$ cat config.mk
export PLATFORM = sky130hd
export DESIGN_NAME = erp_ram_port
export DESIGN_NICKNAME = d
export VERILOG_FILES = /design/src/erp_pkg.sv /design/src/erp_mem_if.sv /design/src/erp_user_ram.sv /design/src/erp_ram_port.sv
export SDC_FILE = /design/constraint.sdc
export NUM_CORES = 2
export LEC_CHECK = 0
export BUFFER_PORTS_ARGS = -buffer_cell sky130_fd_sc_hd__buf_2
export CORE_MARGIN = 10
export CORE_UTILIZATION = 50
export CTS_CLUSTER_SIZE = 25
export DETAILED_ROUTE_END_ITERATION = 12
export MAX_ROUTING_LAYER = met4
export PLACE_DENSITY = 0.76
export SLEW_MARGIN = 20
export SYNTH_ARGS = -nofsm -noshare
export SYNTH_HDL_FRONTEND = slang
export SYNTH_SLANG_ARGS = --single-unit
$ cat constraint.sdc
create_clock -name clock_i -period 10.6 [get_ports clock_i]
set_input_delay 0 -clock clock_i [delete_from_list [all_inputs] [get_ports clock_i]]
set_output_delay 0 -clock clock_i [all_outputs]
set_load 0.01 [all_outputs]
$ cat src/erp_pkg.sv
// Constants shared by the extended RAM indirect port files.
package erp_pkg;
  localparam int          BUS_AW         = 5;
  localparam int          DATA_W         = 8;
  localparam int          IDX_W          = 8;
  localparam int          RAM_DEPTH      = 256;
  localparam logic [4:0]  ADDR_LATCH_OFS = 5'h10;
  localparam logic [4:0]  DATA_WIN_OFS   = 5'h13;
  localparam logic [7:0]  IDX_RESET      = 8'h00;
  localparam logic [7:0]  IDX_STEP       = 8'h01;
  localparam logic [7:0]  DQ_RESET       = 8'h00;
endpackage : erp_pkg

$ cat src/erp_mem_if.sv
// Carrier between the bus port logic and the user RAM storage.
`timescale 1ns/100ps
interface erp_mem_if #(parameter int IDX_W = 8, parameter int DATA_W = 8);
  logic              wr_en;
  logic [IDX_W-1:0]  wr_idx;
  logic [DATA_W-1:0] wr_data;
  logic [IDX_W-1:0]  rd_idx;
  logic [DATA_W-1:0] rd_data;
  modport port_side (output wr_en, output wr_idx, output wr_data, output rd_idx, input rd_data);
  modport mem_side  (input wr_en, input wr_idx, input wr_data, input rd_idx, output rd_data);
endinterface : erp_mem_if

$ cat src/erp_user_ram.sv
// Battery-backed user RAM storage, flip-flops addressed by index.
`timescale 1ns/100ps
module erp_user_ram #(
  parameter int DEPTH  = 256,
  parameter int IDX_W  = 8,
  parameter int DATA_W = 8
) (
  input  wire logic  clock_i,
  input  wire logic  ce_i,
  erp_mem_if.mem_side mem
);
  logic [DATA_W-1:0] store_reg [DEPTH];
  logic [DATA_W-1:0] store_next [DEPTH];

  // Contents have no reset: the storage is nonvolatile across resets.
  always_comb
  begin
    store_next = store_reg;
    if (ce_i && mem.wr_en)
    begin
      store_next[mem.wr_idx] = mem.wr_data;  // [RULE1]
    end
  end

  always_ff @(posedge clock_i)
  begin
    store_reg <= store_next;
  end

  assign mem.rd_data = store_reg[mem.rd_idx];
endmodule : erp_user_ram

$ cat src/erp_ram_port.sv
// Indirect access port to the 256-byte user RAM on the bytewide bus.
`timescale 1ns/100ps
// Operation
// RULE1: Hold 256 user bytes, eight bits each.
// RULE2: Release write protection right after power-up.
// RULE3: Eight-bit index covers locations 00h to FFh.
// RULE4: Host loads index at location 10h first.
// RULE5: Read at 13h returns byte at index.
// RULE6: Write at 13h stores byte at index.
// RULE7: Without burst, index stays unchanged between accesses.
// RULE8: Host sets burst enable bit for increments.
// RULE9: Burst: load start index, then access 13h.
// RULE10: Burst increments index on strobe rising edge.
// RULE11: Index wraps FFh to 00h; others untouched.
module erp_ram_port
  import erp_pkg::*;
(
  input  wire logic                      clock_i,
  input  wire logic                      reset_i,
  input  wire logic                      ce_i,
  input  wire logic                      cs_n_i,
  input  wire logic                      oe_n_i,
  input  wire logic                      we_n_i,
  input  wire logic [erp_pkg::BUS_AW-1:0] addr_i,
  input  wire logic [erp_pkg::DATA_W-1:0] dq_i,
  input  wire logic                      burst_increment_enable_i,
  output logic      [erp_pkg::DATA_W-1:0] dq_o,
  output logic                           dq_oe_o,
  output logic      [erp_pkg::IDX_W-1:0]  ram_index_o
);
  import erp_pkg::*;

  function automatic logic is_ofs(input logic [BUS_AW-1:0] a, input logic [BUS_AW-1:0] ofs);
    is_ofs = (a == ofs);
  endfunction : is_ofs

  erp_mem_if #(.IDX_W(IDX_W), .DATA_W(DATA_W)) mif ();

  erp_user_ram #(.DEPTH(RAM_DEPTH), .IDX_W(IDX_W), .DATA_W(DATA_W)) u_ram (
    .clock_i (clock_i),
    .ce_i    (ce_i),
    .mem     (mif.mem_side)
  );

  logic              act_now;
  logic              act_reg,  act_next;
  logic              wr_reg,   wr_next;
  logic [BUS_AW-1:0] addr_reg, addr_next;
  logic [DATA_W-1:0] dqin_reg, dqin_next;
  logic [IDX_W-1:0]  idx_reg,  idx_next;
  logic              wp_reg,   wp_next;
  logic [DATA_W-1:0] dq_reg,   dq_next;
  logic              oe_reg,   oe_next;
  logic              end_evt;
  logic              mem_wr;

  // An access lasts while the chip is selected and either strobe is low.
  assign act_now = !cs_n_i && (!oe_n_i || !we_n_i);
  // The access closes when chip select or the last low strobe rises.
  assign end_evt = ce_i && act_reg && !act_now;
  assign mem_wr  = end_evt && wr_reg && !wp_reg && is_ofs(addr_reg, DATA_WIN_OFS);

  assign mif.wr_en   = mem_wr;  // [RULE6]
  assign mif.wr_idx  = idx_reg;
  assign mif.wr_data = dqin_reg;
  assign mif.rd_idx  = idx_reg;  // [RULE5]

  always_comb
  begin
    act_next  = act_reg;
    wr_next   = wr_reg;
    addr_next = addr_reg;
    dqin_next = dqin_reg;
    idx_next  = idx_reg;
    wp_next   = wp_reg;
    dq_next   = dq_reg;
    oe_next   = oe_reg;
    if (ce_i)
    begin
      wp_next  = 1'b0;  // [RULE2]
      act_next = act_now;
      oe_next  = 1'b0;
      if (act_now)
      begin
        wr_next   = !we_n_i;
        addr_next = addr_i;
        dqin_next = dq_i;
        if (we_n_i && !oe_n_i)
        begin
          if (is_ofs(addr_i, DATA_WIN_OFS))
          begin
            dq_next = mif.rd_data;  // [RULE5]
            oe_next = 1'b1;
          end
          else if (is_ofs(addr_i, ADDR_LATCH_OFS))
          begin
            dq_next = idx_reg;
            oe_next = 1'b1;
          end
        end
      end
      if (end_evt)
      begin
        if (wr_reg && is_ofs(addr_reg, ADDR_LATCH_OFS))
        begin
          idx_next = dqin_reg;  // [RULE3] [RULE4]
        end
        else if (burst_increment_enable_i && is_ofs(addr_reg, DATA_WIN_OFS))
        begin
          idx_next = IDX_W'(idx_reg + IDX_STEP);  // [RULE10] [RULE11] [RULE8] [RULE9]
        end
        // Any other end of access leaves the index alone.  [RULE7]
      end
    end
  end

  always_ff @(posedge clock_i or posedge reset_i)
  begin
    if (reset_i)
    begin
      act_reg  <= 1'b0;
      wr_reg   <= 1'b0;
      addr_reg <= '0;
      dqin_reg <= '0;
      idx_reg  <= IDX_RESET;
      wp_reg   <= 1'b1;
      dq_reg   <= DQ_RESET;
      oe_reg   <= 1'b0;
    end
    else
    begin
      act_reg  <= act_next;
      wr_reg   <= wr_next;
      addr_reg <= addr_next;
      dqin_reg <= dqin_next;
      idx_reg  <= idx_next;
      wp_reg   <= wp_next;
      dq_reg   <= dq_next;
      oe_reg   <= oe_next;
    end
  end

  assign dq_o        = dq_reg;
  assign dq_oe_o     = oe_reg;
  assign ram_index_o = idx_reg;

  property p_wp_release;
    @(posedge clock_i) disable iff (reset_i)
    ce_i |=> !wp_reg;
  endproperty
  a_wp_release: assert property (p_wp_release) else $error("write protect not released"); // [RULE2]

  property p_latch_load;
    @(posedge clock_i) disable iff (reset_i)
    end_evt && wr_reg && is_ofs(addr_reg, ADDR_LATCH_OFS) |=> ram_index_o == $past(dqin_reg);
  endproperty
  a_latch_load: assert property (p_latch_load) else $error("index not loaded from bus"); // [RULE4]

  property p_burst_inc;
    @(posedge clock_i) disable iff (reset_i)
    end_evt && burst_increment_enable_i && !wr_reg && is_ofs(addr_reg, DATA_WIN_OFS)
    |=> ram_index_o == IDX_W'($past(idx_reg) + IDX_STEP);
  endproperty
  a_burst_inc: assert property (p_burst_inc) else $error("burst did not advance index"); // [RULE10]

  property p_wrap;
    @(posedge clock_i) disable iff (reset_i)
    end_evt && burst_increment_enable_i && is_ofs(addr_reg, DATA_WIN_OFS) && idx_reg == '1
    |=> ram_index_o == IDX_RESET;
  endproperty
  a_wrap: assert property (p_wrap) else $error("index did not wrap"); // [RULE11]

  property p_hold;
    @(posedge clock_i) disable iff (reset_i)
    !(end_evt && wr_reg && is_ofs(addr_reg, ADDR_LATCH_OFS))
    && !(end_evt && burst_increment_enable_i && is_ofs(addr_reg, DATA_WIN_OFS))
    |=> $stable(ram_index_o);
  endproperty
  a_hold: assert property (p_hold) else $error("index changed unexpectedly"); // [RULE7]

  property p_write;
    @(posedge clock_i) disable iff (reset_i)
    end_evt && wr_reg && is_ofs(addr_reg, DATA_WIN_OFS) && !wp_reg
    |-> mif.wr_en && mif.wr_idx == idx_reg && mif.wr_data == dqin_reg;
  endproperty
  a_write: assert property (p_write) else $error("data window write lost"); // [RULE6]

  property p_read;
    @(posedge clock_i) disable iff (reset_i)
    ce_i && act_now && we_n_i && !oe_n_i && is_ofs(addr_i, DATA_WIN_OFS)
    |=> dq_oe_o && dq_o == $past(mif.rd_data);
  endproperty
  a_read: assert property (p_read) else $error("data window read wrong"); // [RULE5]

  property p_store;
    @(posedge clock_i) disable iff (reset_i)
    mem_wr |=> mif.rd_idx != $past(idx_reg) || mif.rd_data == $past(dqin_reg);
  endproperty
  a_store: assert property (p_store) else $error("ram did not keep byte"); // [RULE1]

  // A low clock enable must freeze every visible output of the port.
  property p_ce_freeze;
    @(posedge clock_i) disable iff (reset_i)
    !ce_i |=> $stable(ram_index_o) && $stable(dq_o) && $stable(dq_oe_o);
  endproperty
  a_ce_freeze: assert property (p_ce_freeze) else $error("state moved with clock enable low"); // [RULE7]

  property p_other_ofs;
    @(posedge clock_i) disable iff (reset_i)
    ce_i && act_now && !is_ofs(addr_i, DATA_WIN_OFS) && !is_ofs(addr_i, ADDR_LATCH_OFS) |=> !dq_oe_o;
  endproperty
  a_other_ofs: assert property (p_other_ofs) else $error("unmapped location drove the bus"); // [RULE11]

  c_burst_read: cover property (@(posedge clock_i) disable iff (reset_i)
    end_evt && !wr_reg && burst_increment_enable_i && is_ofs(addr_reg, DATA_WIN_OFS));
  c_burst_write: cover property (@(posedge clock_i) disable iff (reset_i)
    mem_wr && burst_increment_enable_i);
  c_wrap: cover property (@(posedge clock_i) disable iff (reset_i)
    end_evt && burst_increment_enable_i && is_ofs(addr_reg, DATA_WIN_OFS) && idx_reg == '1);
  c_ce_hold: cover property (@(posedge clock_i) disable iff (reset_i)
    !ce_i && act_now);
  c_latch: cover property (@(posedge clock_i) disable iff (reset_i)
    end_evt && wr_reg && is_ofs(addr_reg, ADDR_LATCH_OFS));
endmodule : erp_ram_port

==> flow_summary_export.csv <==
group,metric,value,unit
floorplanning,boundaryPins,37,
clock_network,clk_latency,0.88,ns
drt,drt_first_pass_iters,6,
floorplanning,fp.coreArea,161000,um^2
power_and_ir_drop,p_leak,27.5,nW
clock_network,cts_max_level,4,
synth,synth.avg_cell_area,20.2,um^2
floorplanning,die_h,423,um
layout,largest_reg_flops,2048,
clock_network,cts_post_setup_buffers_inserted,0,
global_route,aggregate_global_route_resource_usage,24.6,%
synth,synth_top_area_share,75.6,%
clock_network,clock_tree_from_tritoncts,"yes",
drt,routed_via_density,6.67,
global_route,antenna_found_initial,7,
timing,min_period_over_period,45.3,%
global_route,globalRouteOverflowTotal,0,
timing,final_slew_violations,0,
power_and_ir_drop,power.switching_fraction,25.1,%
setup_path,worst_r2r_startpoint,"ram_index_o[0]$_DFFE_PP0P_",
floorplanning,die-width,423,um
synth,post_synth_top_flop,"sky130_fd_sc_hd__edfxtp_1",
worst_hold_path,hold_path_startpoint,"burst_increment_enable_i",
placed_design,post-place-cells,6077,
setup_path,timing.setup.critical_path_class,"flop to flop",
setup_path,startpoint,"ram_index_o[0]$_DFFE_PP0P_",
synth,post_synth_instance_area,81400,um^2
setup_path,crit-reg2reg-capture,"dq_o[5]$_DFFE_PP0P_",
synth,yosys-top-cells-area,"sky130_fd_sc_hd__edfxtp_1, sky130_fd_sc_hd__mux4_2, sky130_fd_sc_hd__mux2i_1",
synth,netlist_instances,4024,
synth,synth.distinct_cells,73,
placed_design,port_buffers,36,
clock_network,clk_transition_reported_paths,0.07,ns
global_route,first_global_vias,42500,
setup_path,rrSetupSlack,5.80,ns
timing,relSlewSlack,12.3,%
synth,synth_sequential_area_ratio,76.6,%
power_and_ir_drop,vdd_drop_max,194,uV
power_and_ir_drop,power.combinational.fraction,13.8,%
global_route,grt_start_max_net_pins,178,
synth,synthesis.yosys.warnings,0,
synth,synth.ff_latch_count,2081,
placed_design,gp_routability_congestion,0.929,
power_and_ir_drop,seq_power_share,49.8,%
placed_design,place.detailed.hpwl,128000,um
drt,wire_per_inst,33.4,um
drt,postRouteAntennaNets,0,
synth,async_reset_ff_share,1.59,%
worst_hold_path,hold_path_class,"input pin to flop",
synth,synth_enable_flop_cells,2048,
clock_network,clock_tree.buffer_depth,3,
synth,yosys.cell_count.top_type,"sky130_fd_sc_hd__edfxtp_1",
floorplanning,floorplan.initialDensity,50.5,%
worst_hold_path,hold_path_depth,6,
drt,route.detailed.drc,0,
timing,finalSetupViolCount,0,
setup_path,critical_path.endpoint_type,"flop",
clock_network,cts_made_buffers,195,
timing,skew,0.0708,ns
floorplanning,die_area,179000,um^2
run_status,outcome,"finished clean",
timing,max_clock_freq,208,MHz
layout,filler_cell_count,11500,
timing,fin_crit,4.80,ns
power_and_ir_drop,power_switching,0.00482,W
drt,postRouteWirelength,217000,um
power_and_ir_drop,pwr_density_cell,212,nW/um^2
timing,rsz_0062_raised_after_global_routing,"no",
setup_path,worst-r2r-cell-count,10,
layout,layout.cells.non_filler,6485,
drt,first_iter_violations,7127,
setup_path,worstPathArrival,5.54,ns
setup_path,start_kind,"flop",
layout,area.growth.synth_to_final,11.2,%
power_and_ir_drop,p_int,0.0144,W
setup_path,required_time_worst_endpoint,11.34,ns
power_and_ir_drop,pwr-share-clk,36.3,%
timing,final_hold_violations,0,
layout,layout-drive-gt1-share,20.3,%
floorplanning,fp-row-count,147,
global_route,grt_pass1_wl,312000,um
synth,yosysTopAreaCell,"sky130_fd_sc_hd__edfxtp_1",
timing,fin_setup_tns,0,ns
synth,synth.top_cells.by_count,"sky130_fd_sc_hd__edfxtp_1, sky130_fd_sc_hd__mux4_2, sky130_fd_sc_hd__nor2_1",
drt,via_count,43200,
clock_network,numClockSinks,2081,
timing,worst_slew_pin_slew,1.31,ns
worst_hold_path,min_to,"ram_index_o[6]$_DFFE_PP0P_",
clock_network,root_buffer,"sky130_fd_sc_hd__clkbuf_16",
layout,nNetsFinal,4178,
run,drv_cap,0,
setup_path,crit_fanout,113,
synth,synthesis.nets,4048,
-- what timing repair did --
action	4_1_cts	5_1_grt
resized for setup	0	0
endpoints found under the hold margin	66	0
hold buffers	38	0
-- kinds of logic (layout without fill, tap and decap cells) --
family | Yosys count | count (layout) | share of synthesized area [%]
xor gates and xnor gates | 1 | 1 | 0.0108
adders and majority gates | 4 | 4 | 0.0615
AOI/OAI and AO/OA | 379 | 379 | 3.23
muxes | 683 | 683 | 15.0
other | 0 | 9 | 0
DFF | 2081 | 2081 | 76.6
and+or+nand+nor | 632 | 632 | 3.33
buffers and inverters | 244 | 536 | 1.80
-- critical path: stages, from the launching register on --
cell,delay [ns]
sky130_fd_sc_hd__dfrtp_4,0.61
sky130_fd_sc_hd__buf_12,0.66
sky130_fd_sc_hd__buf_4,0.92
sky130_fd_sc_hd__mux2i_1,0.27
sky130_fd_sc_hd__o22ai_1,0.11
sky130_fd_sc_hd__or4_1,0.61
sky130_fd_sc_hd__a221oi_1,0.24
sky130_fd_sc_hd__o21ai_0,0.29
sky130_fd_sc_hd__a22oi_1,0.31
sky130_fd_sc_hd__o211ai_1,0.14
sky130_fd_sc_hd__o221a_1,0.25
-- through the flow --
stage / hold WS [ns] / cell area (um^2) / setup WS [ns] / power [W] / util [%]
after detailed placement: 0.150 / 83700 / 5.98 / 0.0123 / 51.9
after CTS: 0.322 / 90400 / 5.93 / 0.0192 / 56.1
final: 0.458 / 90500 / 5.80 / 0.0192 / 56.1
after global routing: 0.483 / 90400 / 5.68 / 0.0197 / 56.1
after floorplan: 0.0318 / 81400 / 6.60 / 0.0116 / -
after global placement: 0.146 / 83700 / 5.98 / 0.0123 / 51.9
-- cell type report --
| class | instances | area (um^2) | area share, % |
|---|---|---|---|
| Multi-Input combinational cell | 1699 | 17600 | 19.5 |
| Tap cell | 2160 | 2700 | 2.99 |
| Antenna cell | 9 | 22.5 | 0.0249 |
| Sequential cell | 2081 | 62400 | 69.0 |
| Timing Repair Buffer | 168 | 1380 | 1.52 |
| Clock inverter | 109 | 1210 | 1.34 |
| Inverter | 9 | 36.3 | 0.0401 |
| Clock buffer | 250 | 5110 | 5.65 |
-- power groups by stage --
stage | Sequential, W | Combinational (W) | Clock [W]
finish | 0.00957 | 0.00265 | 0.00697
global route | 0.00957 | 0.00276 | 0.00732
global placement | 0.00973 | 0.00256 | 0
floorplan | 0.00988 | 0.00172 | 0
CTS | 0.00957 | 0.00262 | 0.00699
detailed placement | 0.00974 | 0.00259 | 0
-- worst max-delay path by stage --
stage / end / slack (ns) / cells past startpoint
after floorplan: u_ram.store_reg[1007]$_DFFE_PP_ / 6.60 / 0
after global placement: dq_o[7]$_DFFE_PP0P_ / 5.98 / 10
after detailed placement: dq_o[7]$_DFFE_PP0P_ / 5.98 / 10
after CTS: dq_o[7]$_DFFE_PP0P_ / 5.93 / 10
after global routing: dq_o[5]$_DFFE_PP0P_ / 5.68 / 10
final: dq_o[5]$_DFFE_PP0P_ / 5.80 / 10
-- layer usage --
layer / global-route usage [%] / vias to the layer above / wire length [um]
li1: - / 16900 / -
met1: 31.4 / 22400 / 76300
met2: 36.5 / 3344 / 101000
met3: 7.01 / 662 / 27500
met4: 12.0 / 0 / 12300
met5: - / - / 0
-- cell usage in the layout (no fill, tap or decap), types with 34 or more instances in the layout --
| cell type | n |
|---|---|
| sky130_fd_sc_hd__mux2_2 | 34 |
| sky130_fd_sc_hd__o22ai_1 | 90 |
| sky130_fd_sc_hd__clkbuf_16 | 196 |
| sky130_fd_sc_hd__o21ai_0 | 48 |
| sky130_fd_sc_hd__edfxtp_1 | 2048 |
| sky130_fd_sc_hd__mux2i_1 | 226 |
| sky130_fd_sc_hd__a22oi_1 | 63 |
| sky130_fd_sc_hd__clkbuf_1 | 54 |
| sky130_fd_sc_hd__buf_2 | 36 |
| sky130_fd_sc_hd__dlygate4sd3_1 | 38 |
| sky130_fd_sc_hd__nand2_1 | 119 |
| sky130_fd_sc_hd__nor2_1 | 368 |
| sky130_fd_sc_hd__nand3_1 | 36 |
| sky130_fd_sc_hd__a21oi_1 | 45 |
| sky130_fd_sc_hd__mux4_2 | 411 |
| sky130_fd_sc_hd__buf_4 | 85 |
| sky130_fd_sc_hd__clkinv_1 | 40 |
Note: power is estimated with default switching activity, not from simulation.
